==> src/aefl_consts.vh <==
// register offsets, field positions and reset values of the error flag block
// Notes on behaviour
// - interrupt enable register at 0x07 holds abort-done enable bit.
// - same register holds the conversion flag overrun enable bit.
// - any set severe error flag stops all further conversion activity.
// - only a soft reset or module enable low resumes operation and clears severe flags.
// - restart and load-ok errors do not halt; write one or soft reset clears.
// - all error flags forced clear while module enable is low.
// - writing zero leaves a flag; writing one never sets a flag.
// - severe flags ignore writes; only restart and load-ok flags clear on one.
// - bit 7 set on result store access error or bad command fetch.
// - bit 6 set on reserved command bits or reserved resolution.
// - bit 5 set when executed list lacks an end-of-list command.
// - restart mode: trigger after abort without finished restart sets bit 3.
// - trigger mode: bus trigger before the first restart sets bit 3.
// - trigger during an unfinished sequence sets bit 3.
// - trigger while first command starts sampling sets bit 3.
// - trigger mode: hardware trigger coinciding with bus trigger sets bit 3.
// - restart after trigger before list end or abort sets bit 2.
// - restart overrun situations leave bit 2 clear.
// - restart mode: restart without load-alternative bit sets bit 1.
// - load-ok error suppressed on abort, first restart, single buffering.
`ifndef AEFL_CONSTS_VH
`define AEFL_CONSTS_VH

// register offsets
`define AEFL_OFS_IE      5'h07
`define AEFL_OFS_EF      5'h08

// interrupt enable fields
`define AEFL_IE_ABORT    7
`define AEFL_IE_OVR      6
`define AEFL_IE_MASK     8'hC0
`define AEFL_IE_RST      8'h00

// error flag fields
`define AEFL_EF_IA       7
`define AEFL_EF_CMD      6
`define AEFL_EF_EOL      5
`define AEFL_EF_TRIG     3
`define AEFL_EF_RSTAR    2
`define AEFL_EF_LOAD_ALTERNATIVE_LIST_BIT     1
`define AEFL_EF_RST      8'h00
`define AEFL_EF_SEVERE   8'hE8
`define AEFL_EF_W1C      8'h06

`endif

==> src/aefl_top.v <==
// error flag and interrupt enable logic of the list-driven converter
//
// The plain strobed port is this design's own decision.
`timescale 1ns/1ps
`include "aefl_consts.vh"
module aefl_top #(
	parameter ADDR_W = 5,
	parameter DATA_W = 8
) (
	input  wire              CLK_SYS,
	input  wire              NRST,
	input  wire              CKE,
	input  wire [ADDR_W-1:0] ADDR,
	input  wire [DATA_W-1:0] WDATA,
	input  wire              WR,
	input  wire              RD,
	output wire [DATA_W-1:0] RDATA,
	input  wire              MOD_EN,
	input  wire              SOFT_RST,
	input  wire              STOP_EXIT,
	input  wire              RESTART_MODE,
	input  wire              SINGLE_LIST,
	input  wire              ABORT_TIMING_SELECT,
	input  wire              LOAD_ALTERNATIVE_LIST_BIT,
	input  wire              SEQUENCE_ABORT_BIT,
	input  wire              EV_STORE_ACC_ERR,
	input  wire              EV_FETCH_OUT_RANGE,
	input  wire              EV_CMD_RESERVED,
	input  wire              EV_RES_RESERVED,
	input  wire              EV_NO_LIST_END,
	input  wire              EV_TRIG_BUS,
	input  wire              EV_TRIG_HW,
	input  wire              EV_RESTART,
	input  wire              EV_RESTART_OVR,
	input  wire              EV_ABORT_REQ,
	input  wire              EV_ABORT_DONE,
	input  wire              RESTART_LOADING,
	input  wire              SEQ_ACTIVE,
	input  wire              FIRST_SAMPLE,
	input  wire              LIST_END_DONE,
	input  wire              LIST_END_NEAR,
	input  wire              ABORT_DONE_FLAG,
	input  wire              OVERRUN_FLAG,
	output wire [DATA_W-1:0] ERROR_FLAGS,
	output wire              HALT,
	output wire              IRQ_ABORT_DONE,
	output wire              IRQ_OVERRUN
);

	// register bus and enable state
	reg  [DATA_W-1:0] ie_ff;
	reg  [DATA_W-1:0] nxt_ie;
	reg  [DATA_W-1:0] rdata_ff;
	reg  [DATA_W-1:0] nxt_rdata;

	// flow tracking state
	reg               first_rst_ff;
	reg               nxt_first_rst;
	reg               aborted_ff;
	reg               nxt_aborted;
	reg               restart_seen_ff;
	reg               nxt_restart_seen;
	reg               trig_run_ff;
	reg               nxt_trig_run;

	// outputs held in flip-flops
	reg               halt_ff;
	reg               nxt_halt;
	reg               irq_abort_ff;
	reg               irq_ovr_ff;

	// flag cell controls
	reg  [DATA_W-1:0] flag_set;
	reg  [DATA_W-1:0] flag_clr;
	wire [DATA_W-1:0] flags;
	wire              hold_clr;

	// condition terms
	wire              wr_ie;
	wire              wr_ef;
	wire              trig_any;
	wire              trig_mode;
	wire              trig_err;
	wire              rstar_err;
	wire              load_alternative_list_bit_err;
	wire              abort_near;

	// address decode used by both read and write paths
	function hit;
		input [ADDR_W-1:0] a;
		input [ADDR_W-1:0] ofs;
		begin
			hit = (a == ofs);
		end
	endfunction

	assign wr_ie     = WR & hit(ADDR, `AEFL_OFS_IE);
	assign wr_ef     = WR & hit(ADDR, `AEFL_OFS_EF);
	assign trig_any  = EV_TRIG_BUS | EV_TRIG_HW;
	assign trig_mode = ~RESTART_MODE;
	assign hold_clr  = ~MOD_EN;

	// interrupt enable register, only the two defined bits are kept
	always @* begin
		nxt_ie = ie_ff;
		if (wr_ie)
			nxt_ie = WDATA & `AEFL_IE_MASK;
	end

	// read data stand only in the cycle after the read strobe
	always @* begin
		nxt_rdata = {DATA_W{1'b0}};
		if (RD) begin
			if (hit(ADDR, `AEFL_OFS_IE))
				nxt_rdata = ie_ff;
			else if (hit(ADDR, `AEFL_OFS_EF))
				nxt_rdata = flags;
		end
	end

	// trigger error: abort or unfinished restart in restart mode
	// bus trigger before first restart and colliding triggers in trigger mode
	// busy sequence or first sample in progress in either mode
	assign trig_err =
		(RESTART_MODE & trig_any & aborted_ff) |
		(RESTART_MODE & trig_any & RESTART_LOADING) |
		(trig_mode & EV_TRIG_BUS & ~restart_seen_ff) |
		(trig_any & SEQ_ACTIVE) |
		(trig_any & FIRST_SAMPLE) |
		(trig_mode & EV_TRIG_HW & EV_TRIG_BUS);

	// list end is near only when the abort timing select asks for it
	assign abort_near = ABORT_TIMING_SELECT & LIST_END_NEAR;

	// restart request error while a triggered sequence is still running
	assign rstar_err = EV_RESTART & trig_run_ff &
		~LIST_END_DONE & ~abort_near &
		~SEQUENCE_ABORT_BIT & ~EV_ABORT_REQ &
		~EV_RESTART_OVR;

	// load-ok error only in restart mode, with the listed exemptions
	assign load_alternative_list_bit_err = RESTART_MODE & EV_RESTART &
		~LOAD_ALTERNATIVE_LIST_BIT &
		~SEQUENCE_ABORT_BIT & ~EV_ABORT_REQ &
		~first_rst_ff & ~SINGLE_LIST;

	// set and clear vectors for the flag cells
	always @* begin
		flag_set = {DATA_W{1'b0}};
		flag_set[`AEFL_EF_IA]    = EV_STORE_ACC_ERR |
			EV_FETCH_OUT_RANGE;
		flag_set[`AEFL_EF_CMD]   = EV_CMD_RESERVED |
			EV_RES_RESERVED;
		flag_set[`AEFL_EF_EOL]   = EV_NO_LIST_END;
		flag_set[`AEFL_EF_TRIG]  = trig_err;
		flag_set[`AEFL_EF_RSTAR] = rstar_err;
		flag_set[`AEFL_EF_LOAD_ALTERNATIVE_LIST_BIT]  = load_alternative_list_bit_err;
		// soft reset clears every flag, a write of one only the two
		flag_clr = {DATA_W{SOFT_RST}};
		if (wr_ef)
			flag_clr = flag_clr | (WDATA & `AEFL_EF_W1C);
	end

	// one sticky cell per flag bit, reserved bits never set
	genvar gi;
	generate
		for (gi = 0; gi < DATA_W; gi = gi + 1) begin : g_flag
			aefl_flag u_flag (
				.clk      (CLK_SYS),
				.nrst     (NRST),
				.cke      (CKE),
				.hold_clr (hold_clr),
				.set      (flag_set[gi]),
				.clr      (flag_clr[gi]),
				.q        (flags[gi])
			);
		end
	endgenerate

	// halt follows the severe flags as they will stand next cycle
	always @* begin
		nxt_halt = 1'b0;
		if (MOD_EN) begin
			if (|(flag_set & `AEFL_EF_SEVERE))
				nxt_halt = 1'b1;
			else if (!SOFT_RST)
				nxt_halt = |(flags & `AEFL_EF_SEVERE);
		end
	end

	// first restart after enable, stop exit or soft reset is exempt
	always @* begin
		nxt_first_rst = first_rst_ff;
		if (!MOD_EN || SOFT_RST || STOP_EXIT)
			nxt_first_rst = 1'b1;
		else if (EV_RESTART)
			nxt_first_rst = 1'b0;
	end

	// in restart mode a completed abort waits for a restart before a trigger is legal
	always @* begin
		nxt_aborted = aborted_ff;
		if (!MOD_EN || SOFT_RST)
			nxt_aborted = 1'b0;
		else if (EV_RESTART)
			nxt_aborted = 1'b0;
		else if (EV_ABORT_DONE)
			nxt_aborted = 1'b1;
	end

	// trigger mode needs one restart before any bus trigger
	always @* begin
		nxt_restart_seen = restart_seen_ff;
		if (!MOD_EN || SOFT_RST)
			nxt_restart_seen = 1'b0;
		else if (EV_RESTART)
			nxt_restart_seen = 1'b1;
	end

	// a triggered sequence runs until its list end or an abort
	always @* begin
		nxt_trig_run = trig_run_ff;
		if (!MOD_EN || SOFT_RST)
			nxt_trig_run = 1'b0;
		else if (LIST_END_DONE || EV_ABORT_REQ || SEQUENCE_ABORT_BIT)
			nxt_trig_run = 1'b0;
		else if (trig_any)
			nxt_trig_run = 1'b1;
	end

	// state registers, frozen while clock enable is low
	always @(posedge CLK_SYS or negedge NRST) begin
		if (!NRST) begin
			ie_ff           <= `AEFL_IE_RST;
			rdata_ff        <= {DATA_W{1'b0}};
			first_rst_ff    <= 1'b1;
			aborted_ff      <= 1'b0;
			restart_seen_ff <= 1'b0;
			trig_run_ff     <= 1'b0;
			halt_ff         <= 1'b0;
			irq_abort_ff    <= 1'b0;
			irq_ovr_ff      <= 1'b0;
		end else if (CKE) begin
			ie_ff           <= nxt_ie;
			rdata_ff        <= nxt_rdata;
			first_rst_ff    <= nxt_first_rst;
			aborted_ff      <= nxt_aborted;
			restart_seen_ff <= nxt_restart_seen;
			trig_run_ff     <= nxt_trig_run;
			halt_ff         <= nxt_halt;
			// request follows flag and enable bit
			irq_abort_ff    <= ABORT_DONE_FLAG &
				nxt_ie[`AEFL_IE_ABORT];
			irq_ovr_ff      <= OVERRUN_FLAG &
				nxt_ie[`AEFL_IE_OVR];
		end
	end

	// outputs
	assign RDATA          = rdata_ff;
	assign ERROR_FLAGS    = flags;
	assign HALT           = halt_ff;
	assign IRQ_ABORT_DONE = irq_abort_ff;
	assign IRQ_OVERRUN    = irq_ovr_ff;

endmodule

==> src/aefl_flag.v <==
// one sticky flag bit with hold-clear, set and clear inputs
`timescale 1ns/1ps
module aefl_flag (
	input  wire clk,
	input  wire nrst,
	input  wire cke,
	input  wire hold_clr,
	input  wire set,
	input  wire clr,
	output wire q
);

	reg flag_ff;
	reg nxt_flag;

	// hold-clear wins, then a set beats any clear in the same cycle
	always @* begin
		nxt_flag = flag_ff;
		if (hold_clr)
			nxt_flag = 1'b0;
		else if (set)
			nxt_flag = 1'b1;
		else if (clr)
			nxt_flag = 1'b0;
	end

	// flag storage, frozen while clock enable is low
	always @(posedge clk or negedge nrst) begin
		if (!nrst)
			flag_ff <= 1'b0;
		else if (cke)
			flag_ff <= nxt_flag;
	end

	assign q = flag_ff;

endmodule

==> config.mk <==
export PLATFORM = sky130hd
export DESIGN_NAME = aefl_top
export DESIGN_NICKNAME = d
export VERILOG_FILES = /design/src/aefl_top.v /design/src/aefl_flag.v
export VERILOG_INCLUDE_DIRS = /design/src
export SDC_FILE = /design/constraint.sdc
export NUM_CORES = 1
export LEC_CHECK = 0
export BUFFER_PORTS_ARGS = -buffer_cell sky130_fd_sc_hd__buf_2
export CAP_MARGIN = 20
export CORE_MARGIN = 2
export CORE_UTILIZATION = 33
export DETAILED_ROUTE_END_ITERATION = 8
export MAX_ROUTING_LAYER = met4
export PLACE_DENSITY = 0.73
export SETUP_SLACK_MARGIN = 0.15
export SLEW_MARGIN = 20
export SYNTH_ARGS = -nofsm -noshare
export SYNTH_HDL_FRONTEND = slang
export SYNTH_SLANG_ARGS = --single-unit
==> constraint.sdc <==
create_clock -name CLK_SYS -period 1.7 [get_ports CLK_SYS]
set_input_delay 0.51 -clock CLK_SYS [delete_from_list [all_inputs] [get_ports CLK_SYS]]
set_output_delay 0.51 -clock CLK_SYS [all_outputs]
set_load 0.005 [all_outputs]
# Yosys cells after proc, flatten, opt, wreduce, memory -nomap -nowiden
# Index checks and enable logic that the tools add are counted.
# op_classes
n_eq_ne	10
n_mux	40
bitwise_logic	45
n_reduce_logical	23
# op_table
op	n
$mux W8	5
$mux W1	35
$and A1 B1 Y1	26
$reduce_and A2 Y1	12
$ne A3 B1 Y1 const B	6
$not A1 Y1	10
$or A1 B1 Y1	8
$or A8 B3 Y8	1
$reduce_or A4 Y1	2
$reduce_bool A3 Y1	2
$eq A5 B3 Y1 const B	1
$eq A5 B4 Y1 const B	1
$logic_or A1 B1 Y1	4
$ne A2 B1 Y1 const B	2
$reduce_bool A2 Y1	2
$logic_not A1 Y1	1
# totals
regBits	25
in_bits	44
elab_cells	135

# Longest topological paths before layout
# Gate-level depths: netlist (run 1).
# logic_depth
word_depth	11
mapped_depth	5
ltp_nobuf	3

# Modules after synthesis
# Synthesis (run 1) repeated with hierarchy kept, for this count alone.
# hier_totals
cells_unflattened	119
hier_area_um2	1239.9
# modules_own_cells
mod	n_inst	cells_per_inst	area_per_inst_um2
aefl_top	1	87	889.6
aefl_flag	8	4	43.8

# Least setup slack after synthesis (run 1)
# OpenSTA, ideal clock, no wires.
# synth_timing
path_type	input to register
from	in ADDR[2]
to	reg g_flag[1].u_flag.flag_ff
setup_ps	127
arrival_ps	1313
required_ps	1573
slack_ps	259
stages	3
cell_sequence	or4b_4 -> nor3_1 -> o32ai_1
# synth_between
elab_chain_cells	5
# synth_rtl
item	line	text
from (decl)	aefl_top.v:13	input wire [ADDR_W-1:0] ADDR,
$eq A5 B4 Y1	aefl_top.v:93	hit = (a == ofs);
$and A1 B1 Y1	aefl_top.v:98	assign wr_ef = WR & hit(ADDR, `AEFL_OFS_EF);
$mux W8	aefl_top.v:160	if (wr_ef)
$ne A3 B1 Y1 (no line)	--	
$reduce_and A2 Y1 (no line)	--	
to (signal assigned)	aefl_flag.v:32	flag_ff <= nxt_flag;
to (decl)	aefl_flag.v:13	reg flag_ff;
# Every way passes these cells.
# A chain may end at the register's enable or synchronous reset.

# Worst setup path after layout (run 1)
# layout_timing
from	reg g_flag[7].u_flag.flag_ff
to	out ERROR_FLAGS[7]
# layout_lines
item	line	text
from (decl)	aefl_flag.v:13	
from (signal assigned)	aefl_flag.v:32	
to (decl)	aefl_top.v:44	output wire [DATA_W-1:0] ERROR_FLAGS,
# No word-level cell between the ends.

==> metrics.md, run 1 <==
| Metric | Value |
|---|---|
| Run status | finished, final reports clean |
| Reg2Reg Depth | 2 |
| Area of the mapped netlist | ~0.0011 mm² |
| Primary flip-flop cell chosen by synthesis mapping | sky130_fd_sc_hd__dfrtp_1 |
| Dominant cell by count in the synthesized netlist | sky130_fd_sc_hd__dfrtp_1 |
| Worst-path cell with the longest stage delay | sky130_fd_sc_hd__dfrtp_1 |
| Critical path's largest stage delay | about 0.44 ns |
| Remaining routing DRC violations | 0 |
| Number of buffers and inverters on the critical path | 1 |
| TritonCTS clock tree | built |
| Number of rows created at floorplan | 21 |
| H-tree level count | 1 |
| Clock Skews | 0.0124 ns |
| Leakage component of the power | between 0.7 and 0.8 nW |
| Start-to-end type of the worst setup path | register to output pin |
| CP required | roughly 1.2 ns |
| Routed wire length | 2.63 mm |
| Minimum clock period | about 1.4 ns |
| Final layout net count | about 200 |
| Synth Area in Simple Gates | about 22% |
| Setup TNS Final | 0 ns |
| PwrDens | between 600 and 700 mW/mm² |
| First-pass detailed-route iteration total | 4 |
| #FFs+latches synth | 21 |
| Pin count of the biggest net entering global routing | 22 |
| Async set or reset register ratio after synthesis | 100% |
| Worst Path Max Fanout | 5 |
| Share of synthesized area spent on multiplexers | under 10% |
| Mean Syn Cell Area | slightly above 10 µm² |
| Layout overhead on the synthesized area | 26.0% |
| Reg2Reg Capture Point | g_flag[1].u_flag.q |
| Number of standard cells after synthesis | 110 |
| Wire length of the first global-routing pass | between 4 and 5 mm |
| Sequential cell area fraction in the yosys report | approximately 46% |
| Leading post-synthesis cells by cell area | sky130_fd_sc_hd__dfrtp_1 44%, sky130_fd_sc_hd__buf_4 6.6%, sky130_fd_sc_hd__a32o_1 4.4% |
| Worst-case vdd ir drop | 0.210 mV |
| Timing-limited maximum frequency | 0.717 GHz |
| Worst Setup Start Kind | register |
| Via count | around 1.1k |
| Total routing resource utilization after global routing | 14.4% |
| Root cell of the clock tree | sky130_fd_sc_hd__clkbuf_4 |
| Post-CTS setup buffer count | 0 |
| Share of the synthesized area in compound gates (AO/OA/AOI/OAI) | between 20 and 25% |
| Core outline area | approximately 0.0033 mm² |
| YS warnings | 0 |
| Number of cells upsized or downsized after cts | 0 |
| Clock Pin Slew Worst Setup and Hold Paths | around 0.12 ns |
| Clock buffers created by TritonCTS | 3 |
| Share of synthesized cell area in full adder, half adder and majority cells | 0% |
| Input/output buffers | 54 |
| Post-route ant nets | 0 |
| DRC marker count from the first detailed-route iteration | 42 |
| Initial Util | around a third |
| Number of I/O pins | 63 |
| Commonest cells post-synth | 20 x sky130_fd_sc_hd__dfrtp_1, 10 x sky130_fd_sc_hd__buf_4, 6 x sky130_fd_sc_hd__a21oi_1, 6 x sky130_fd_sc_hd__nand2_1, 6 x sky130_fd_sc_hd__nand3_1 |
| Worst-case register-to-register setup slack | approximately 0.45 ns |
| Design Power | slightly below 0.001 W |
| Clock Path Buffers | 2 |
| Vert. Die Dim | roughly 63 µm |
| Layout cell share with drive strength beyond 1 | roughly two fifths |
| Hpwl dp | around 2.2 mm |
| Synth area leader | sky130_fd_sc_hd__dfrtp_1 |
| Worst min path class | primary input to async pin |
| Final hold violations | 0 |
| Slew Viols, Final | 0 |
| Fraction of the cycle the final worst path needs | between 80% and 90% |
| Initial antenna violation count | 0 |
| Max-cap violation count | 0 |
| Number of global-route vias before repair | a little over 1k |
| Clock latency at the later pin of the worst-skew pair | ~0.30 ns |
| Number of distinct library cell variants in the gate-level netlist after synthesis | 39 |
| Largest family of logic cells by synthesized area | simple AND/OR/NAND/NOR gates |
| Parity-gate share of the synthesized area counting xor and xnor cells | 0% |
| Critical path data arrival time | 0.89 ns |
| Yosys top cell area share | 44.2% |
| Average routed wire per standard cell | 12.7 µm |
| Worst hold margin | roughly 0.15 ns |
| Diode insertion count for antenna repair | 0 |
| Largest delay contributor family on the critical path | flip-flops |
| Crit. End Element | output pin |
| Hold buffer count at CTS | 0 |
| Count of flip-flops with a built-in enable after synthesis | 0 |
| Total Die Area | between 0.003 and 0.004 mm² |
| Launching point of the worst reg2reg path | first_rst_ff |
| Placer's final routability congestion estimate | ~0.92 |
| Die Width | around 63 µm |
| Total gr overflow | 0 |
| Clock sink count | 21 |
| Setup violation total in the final timing report | 0 |
| Count of filler cells inserted in the layout | 351 |
| Cell Chain, Critical Path | buf_2 |
| Via density per instance | about 5.1 |
| Unrepaired setup endpoints after global routing | false |
## layout by cell type (no fill, tap or decap), types with 3 or more instances in the layout
| master | count |
|---|---|
| sky130_fd_sc_hd__buf_2 | 54 |
| sky130_fd_sc_hd__dfrtp_1 | 20 |
| sky130_fd_sc_hd__nand2_1 | 6 |
| sky130_fd_sc_hd__nand3_1 | 6 |
| sky130_fd_sc_hd__a21oi_1 | 6 |
| sky130_fd_sc_hd__a32o_1 | 5 |
| sky130_fd_sc_hd__nor2_1 | 4 |
| sky130_fd_sc_hd__inv_1 | 4 |
| sky130_fd_sc_hd__o21ai_0 | 4 |
| sky130_fd_sc_hd__and3_1 | 4 |
| sky130_fd_sc_hd__a221o_1 | 4 |
| sky130_fd_sc_hd__conb_1 | 4 |
| sky130_fd_sc_hd__and4b_1 | 3 |
| sky130_fd_sc_hd__clkbuf_4 | 3 |
## layout make-up
type / count / area [µm²] / share of cell area, %
inverters: 5 / 18.8 / 1.31
clock buffers: 4 / 26.3 / 1.84
repair buffers: 56 / 285 / 20.0
multi-input cells: 75 / 514 / 36.0
well taps: 46 / 57.6 / 4.03
flip-flops and latches: 21 / 527 / 36.9
## registers in the layout, summed over array words and instances, names as in the netlist
name / flops
RDATA: 6
first_rst_ff: 1
IRQ_OVERRUN: 1
trig_run_ff: 1
ie_ff: 2
aborted_ff: 1
IRQ_ABORT_DONE: 1
HALT: 1
restart_seen_ff: 1
g_flag.u_flag.q: 6
## logic make-up (layout without fill, tap and decap cells)
family / Yosys count / after routing
simple gates: 39 / 39
other cells: 1 / 4
mux: 2 / 2
buf+inv: 17 / 65
compound gates: 30 / 30
flops: 21 / 21
## worst max-delay path by stage
stage / start / end / depth (start not counted)
2_1_floorplan: ADDR[2] / g_flag[1].u_flag.q / 3
3_3_place_gp: ADDR[2] / g_flag[2].u_flag.q / 4
3_5_place_dp: ADDR[2] / g_flag[2].u_flag.q / 4
4_1_cts: g_flag[7].u_flag.q / ERROR_FLAGS[7] / 1
5_1_grt: g_flag[7].u_flag.q / ERROR_FLAGS[7] / 1
6_report: g_flag[7].u_flag.q / ERROR_FLAGS[7] / 1
## power by group
group	internal (W)	switching, W
Sequential	0.000534	0.0000267
Combinational	0.0000876	0.0000864
Clock	0.0000914	0.000146
## routing by layer
| metal | track usage, % | routed length [µm] | vias to the layer above |
|---|---|---|---|
| met5 | - | 0 | - |
| met4 | 4.72 | 23 | 0 |
| met3 | 3.78 | 268 | 4 |
| met2 | 22.6 | 1180 | 53 |
| met1 | 18.2 | 1150 | 486 |
| li1 | - | - | 512 |
## per-stage QoR
stage          utilization [%]  setup slack [ns]  cell area (µm²)  cells
2_1_floorplan                -             0.259             1140    113
3_3_place_gp              42.4            0.0804             1400    203
3_5_place_dp              42.4            0.0735             1400    203
4_1_cts                   43.2             0.285             1430    207
5_1_grt                   43.2             0.248             1430    207
6_report                  43.2             0.304             1430    207
Note: power is estimated with default switching activity, not from simulation.
==> inputs of run 2 (changes only) <==
PLACE_DENSITY = 0.75   (was 0.73)
clock period = 1.2 ns   (was 1.7 ns; I/O delays follow)
==> metrics.md, run 2 (same netlist as run 1, synthesis figures left out) <==
| Metric | Value |
|---|---|
| Layout overhead on the synthesized area | 52.8% |
| Fraction of the cycle the final worst path needs | 101% |
| Timing-limited maximum frequency | 0.824 GHz |
| Total Die Area | 0.00392 mm² (unchanged) |
| Worst Path Max Fanout | 2 (-3) |
| Clock Pin Slew Worst Setup and Hold Paths | 0.11 ns (about the same) |
| Initial Util | 34.2% (unchanged) |
| Wire length of the first global-routing pass | 4.93 mm (+11%) |
| Number of buffers and inverters on the critical path | 1 (unchanged) |
| Via density per instance | 4.89 (-4.0%) |
| Layout cell share with drive strength beyond 1 | 55.4% (+16 points) |
| Vert. Die Dim | 62.6 µm (unchanged) |
| DRC marker count from the first detailed-route iteration | 32 (-24%) |
| Run status | complete, but fails checks |
| Minimum clock period | 1.21 ns |
| Clock sink count | 21 (unchanged) |
| Top library cells by usage in the layout, fill and taps aside | 53 x sky130_fd_sc_hd__buf_2, 26 x sky130_fd_sc_hd__buf_4, 20 x sky130_fd_sc_hd__dfrtp_1, 6 x sky130_fd_sc_hd__nand2_1, 6 x sky130_fd_sc_hd__a21oi_1 |
| Clock Skews | 0.00663 ns (-0.00573 ns) |
| Design Power | 0.00150 W (+54%) |
| Clock Path Buffers | 2 (unchanged) |
| Clock latency at the later pin of the worst-skew pair | 0.31 ns (about the same) |
| Critical path data arrival time | 0.85 ns (-0.04 ns) |
| Clock buffers created by TritonCTS | 3 (unchanged) |
| Die Width | 62.6 µm (unchanged) |
| Final hold violations | 20 (+20) |
| PwrDens | 864 mW/mm² (+27%) |
| H-tree level count | 1 (unchanged) |
| Worst min path class | primary input to async pin |
| Post-layout instance area | 0.00173 mm² (+21%) |
| Violated checks | hold timing, setup timing |
| Worst hold margin | -0.0127 ns (-0.158 ns) |
| Setup violation total in the final timing report | 4 (+4) |
| Hpwl dp | 2.27 mm (+5.2%) |
| Final layout net count | 231 (+12%) |
| Input/output buffers | 54 (unchanged) |
| Worst-case vdd ir drop | 0.350 mV (+67%) |
| Most common library cell in the layout ignoring fill and taps | sky130_fd_sc_hd__buf_2 |
| Total gr overflow | 0 (unchanged) |
| CP required | 0.84 ns (-0.35 ns) |
| Average routed wire per standard cell | 13.1 µm (+3.2%) |
| Post-place instance area | 0.00154 mm² (+9.8%) |
| Hold buffer count at CTS | 0 (unchanged) |
| Largest delay contributor family on the critical path | flip-flops |
| Total routing resource utilization after global routing | 16.2% (+1.8 points) |
| Least setup slack across all paths after layout | -0.0137 ns (-0.318 ns) |
| Placement-stage worst setup slack | -0.281 ns (-0.354 ns) |
| Number of rows created at floorplan | 21 (unchanged) |
| Cell Chain, Critical Path | buf_2 |
| Start-to-end type of the worst setup path | register to output pin |
| Number of I/O pins | 63 (unchanged) |
| Core outline area | 0.00331 mm² (unchanged) |
| Remaining routing DRC violations | 0 (unchanged) |
| Diode insertion count for antenna repair | 0 (unchanged) |
| Finished Core Util | 52.3% (+9.1 points) |
| Worst-path cell with the longest stage delay | sky130_fd_sc_hd__dfrtp_1 |
| Post-route ant nets | 0 (unchanged) |
| Slew Viols, Final | 0 (unchanged) |
| Count of filler cells inserted in the layout | 319 (-9.1%) |
| Number of global-route vias before repair | 1109 (+10%) |
| TritonCTS clock tree | built |
| Max-cap violation count | 0 (unchanged) |
| Via count | 1135 (+7.6%) |
| Leakage component of the power | 0.915 nW (+24%) |
| Root cell of the clock tree | sky130_fd_sc_hd__clkbuf_4 |
| Critical path's largest stage delay | 0.41 ns (-0.03 ns) |
| Worst Setup Start Kind | register |
| Pin count of the biggest net entering global routing | 22 (unchanged) |
| Placer's final routability congestion estimate | 0.838 (-9.3%) |
| Crit. End Element | output pin |
| Routed wire length | 3.04 mm (+16%) |
| Initial antenna violation count | 0 (unchanged) |
| Unrepaired setup endpoints after global routing | true |
| First-pass detailed-route iteration total | 4 (unchanged) |
[run 2: report_power, final]
part / internal (W) / switching (W) / leakage, nW
Clock: 0.000130 / 0.000209 / 0.0150
Sequential: 0.000757 / 0.0000286 / 0.276
Combinational: 0.000203 / 0.000169 / 0.625
Total: 0.00109 / 0.000407 / 0.915
[run 2: worst register-to-register path, cell delays in order (launching register included)]
cell                      delay [ns]
sky130_fd_sc_hd__dfrtp_1        0.41
sky130_fd_sc_hd__buf_4          0.16
sky130_fd_sc_hd__nor4_4         0.25
sky130_fd_sc_hd__o211a_1        0.16
sky130_fd_sc_hd__o22ai_1        0.07
[run 2: worst paths after layout]
check	end	from	cells after the start	slack, ns
worst min-delay path	RDATA[6]	NRST	1	-0.01
worst max register to register	HALT	g_flag[6].u_flag.q	4	0.04
min in group CLK_SYS	aborted_ff	EV_ABORT_DONE	3	0.30
worst min register to register	first_rst_ff	first_rst_ff	2	0.47
max in group asynchronous	first_rst_ff	NRST	1	0.87
worst max-delay path	ERROR_FLAGS[3]	g_flag[3].u_flag.q	1	-0.01
[run 2: timing repair]
action / 4_1_cts / 5_1_grt
setup buffers: 10 / 3
gates cloned: 0 / 0
setup endpoints to repair: 25 / 29
pin swaps: 6 / 4
gates resized for setup: 6 / 6
[run 2: area by class of cell]
cell class | instances | area (µm²) | share of cell area [%]
multi-input combinational | 75 | 608 | 35.1
sequential | 21 | 527 | 30.4
timing repair buffer | 81 | 492 | 28.4
tap | 46 | 57.6 | 3.32
clock buffer | 4 | 26.3 | 1.52
inverter | 5 | 21.3 | 1.23
[run 2: metrics by stage]
step           std cells  hold slack (ns)  setup TNS (ns)
2_1_floorplan        113           0.0644          -0.653
3_3_place_gp         215            0.339           -2.76
3_5_place_dp         215            0.344           -2.93
4_1_cts              229          0.00691         -0.0193
5_1_grt              232           0.0158          -0.333
6_report             232          -0.0127         -0.0266
[run 2: metal layers]
metal / track usage, % / routed length [µm] / up-vias
met5: - / 0 / -
met4: 6.39 / 55 / 0
met3: 2.88 / 186 / 7
met2: 26.7 / 1460 / 48
met1: 19.8 / 1340 / 522
li1: - / - / 558
==> inputs of run 3 (changes only) <==
CORE_ASPECT_RATIO = 0.8   (was unset)
CORE_UTILIZATION = 39   (was 33)
PLACE_DENSITY = 0.85   (was 0.75)
==> metrics.md, run 3 (same netlist as run 1, synthesis figures left out) <==
| Metric | Value |
|---|---|
| Layout overhead on the synthesized area | 51.9% |
| Clock buffers created by TritonCTS | 3 (unchanged) |
| Critical path's largest stage delay | 0.42 ns (about the same) |
| Wire length of the first global-routing pass | 5.12 mm (+3.9%) |
| Post-place instance area | 0.00150 mm² (-2.4%) |
| Layout cell share with drive strength beyond 1 | 55.4% (unchanged) |
| Worst hold margin | -0.0113 ns (+0.00141 ns) |
| Run status | complete, but fails checks |
| Top library cells by usage in the layout, fill and taps aside | 52 x sky130_fd_sc_hd__buf_2, 25 x sky130_fd_sc_hd__buf_4, 20 x sky130_fd_sc_hd__dfrtp_1, 6 x sky130_fd_sc_hd__nand2_1, 6 x sky130_fd_sc_hd__a21oi_1 |
| Slew Viols, Final | 0 (unchanged) |
| Worst-case vdd ir drop | 0.377 mV (+7.7%) |
| Root cell of the clock tree | sky130_fd_sc_hd__clkbuf_4 |
| Core outline area | 0.00277 mm² (-16%) |
| Most common library cell in the layout ignoring fill and taps | sky130_fd_sc_hd__buf_2 |
| TritonCTS clock tree | built |
| Average routed wire per standard cell | 14.1 µm (+7.7%) |
| First-pass detailed-route iteration total | 5 (+1) |
| Initial antenna violation count | 0 (unchanged) |
| CP required | 0.84 ns (about the same) |
| Critical path data arrival time | 0.85 ns (about the same) |
| Final hold violations | 11 (-45%) |
| Number of rows created at floorplan | 17 (-19%) |
| Worst Setup Start Kind | register |
| Via count | 1171 (+3.2%) |
| Vert. Die Dim | 52.2 µm (-17%) |
| Worst-case register-to-register setup slack | 0.03 ns (about the same) |
| Leakage component of the power | 0.915 nW (about the same) |
| Clock Skews | 0.00680 ns (+0.000173 ns) |
| Start-to-end type of the worst setup path | register to output pin |
| Violated checks | hold timing, setup timing |
| Worst Path Max Fanout | 2 (unchanged) |
| Clock Path Buffers | 2 (unchanged) |
| Count of filler cells inserted in the layout | 221 (-31%) |
| Die Width | 64.3 µm (+2.7%) |
| Input/output buffers | 54 (unchanged) |
| Worst-path cell with the longest stage delay | sky130_fd_sc_hd__dfrtp_1 |
| Minimum clock period | 1.21 ns (-0.00370 ns) |
| Post-route ant nets | 0 (unchanged) |
| Total Die Area | 0.00336 mm² (-14%) |
| Total gr overflow | 0 (unchanged) |
| Setup TNS Final | -0.0167 ns (+0.00986 ns) |
| Initial Util | 41.0% (+6.8 points) |
| Number of I/O pins | 63 (unchanged) |
| Post-layout instance area | 0.00172 mm² (-0.58%) |
| Crit. End Element | output pin |
| Via density per instance | 5.23 (+6.9%) |
| Timing-limited maximum frequency | 0.826 GHz (+0.31%) |
| Number of global-route vias before repair | 1165 (+5.0%) |
| Number of buffers and inverters on the critical path | 1 (unchanged) |
| Cell Chain, Critical Path | buf_2 |
| Number of placed instances with taps included | 205 (-4.7%) |
| DRC marker count from the first detailed-route iteration | 84 (+160%) |
| H-tree level count | 1 (unchanged) |
| Finished Core Util | 62.3% (+10 points) |
| Clock Pin Slew Worst Setup and Hold Paths | 0.11 ns (about the same) |
| Setup violation total in the final timing report | 2 (-2) |
| Pin count of the biggest net entering global routing | 22 (unchanged) |
| Worst min path class | primary input to async pin |
| Hpwl dp | 2.36 mm (+3.8%) |
| Unrepaired setup endpoints after global routing | true |
| Final cell count without fillers | 224 (-3.4%) |
| Final layout net count | 231 (unchanged) |
| Placer's final routability congestion estimate | 0.770 (-8.1%) |
| Remaining routing DRC violations | 0 (unchanged) |
| Total routing resource utilization after global routing | 20.6% (+4.3 points) |
| Clock sink count | 21 (unchanged) |
| Diode insertion count for antenna repair | 0 (unchanged) |
| Clock latency at the later pin of the worst-skew pair | 0.30 ns (about the same) |
| PwrDens | 865 mW/mm² (+0.19%) |
| Fraction of the cycle the final worst path needs | 101% (-0.31 points) |
| Least setup slack across all paths after layout | -0.00999 ns (+0.00370 ns) |
| Largest delay contributor family on the critical path | flip-flops |
| Max-cap violation count | 0 (unchanged) |
| Routed wire length | 3.16 mm (+4.0%) |
==> run 3: cell count changes in the layout (fill, tap and decap cells not counted), sizes merged <==
cell,previous run,this run
clkinv,0,1
inv,5,4
==> run 3: stage by stage <==
stage          worst slack (ns)  power [W]
6_report               -0.00999    0.00149
5_1_grt                 -0.0641    0.00158
4_1_cts                -0.00891    0.00146
3_5_place_dp             -0.263    0.00110
3_3_place_gp             -0.236    0.00108
2_1_floorplan           -0.0889   0.000954
==> run 3: final timing paths <==
| kind | startpoint | endpoint | depth (start not counted) |
|---|---|---|---|
| worst max-delay path | RDATA[1] | RDATA[1] | 1 |
| worst min-delay path | NRST | RDATA[6] | 1 |
| worst max register to register | g_flag[7].u_flag.q | HALT | 4 |
| worst min register to register | first_rst_ff | first_rst_ff | 2 |
| max in group asynchronous | NRST | first_rst_ff | 1 |
| min in group CLK_SYS | WDATA[7] | ie_ff[7] | 2 |
==> run 3: cell type report <==
type	count	area, µm²	area share, %
Multi-Input combinational cell	75	608	35.3
Timing Repair Buffer	81	493	28.6
Tap cell	38	47.5	2.76
Clock buffer	4	26.3	1.53
Sequential cell	21	527	30.6
Inverter	5	20.0	1.16
==> run 3: metal layers <==
metal	vias to the layer above	wire length, µm	part of all wire (%)	track usage (%)
met5	-	0	0	-
met4	0	56	1.8	7.45
met3	6	195	6.2	3.44
met2	50	1600	50	35.6
met1	554	1310	42	24.7
li1	561	-	-	-
==> run 3: repair_timing <==
| action | in CTS | in global routing |
|---|---|---|
| gates cloned | 0 | 0 |
| setup buffers | 10 | 5 |
| resized for setup | 5 | 9 |
| setup endpoints to repair | 24 | 27 |
| hold buffers | 0 | 0 |
| pin swaps | 6 | 6 |
==> run 3: power by group <==
group / leakage [nW] / switching [W] / internal (W)
registers: 0.276 / 0.0000294 / 0.000756
clock network: 0.0150 / 0.000204 / 0.000129
logic: 0.625 / 0.000172 / 0.000199
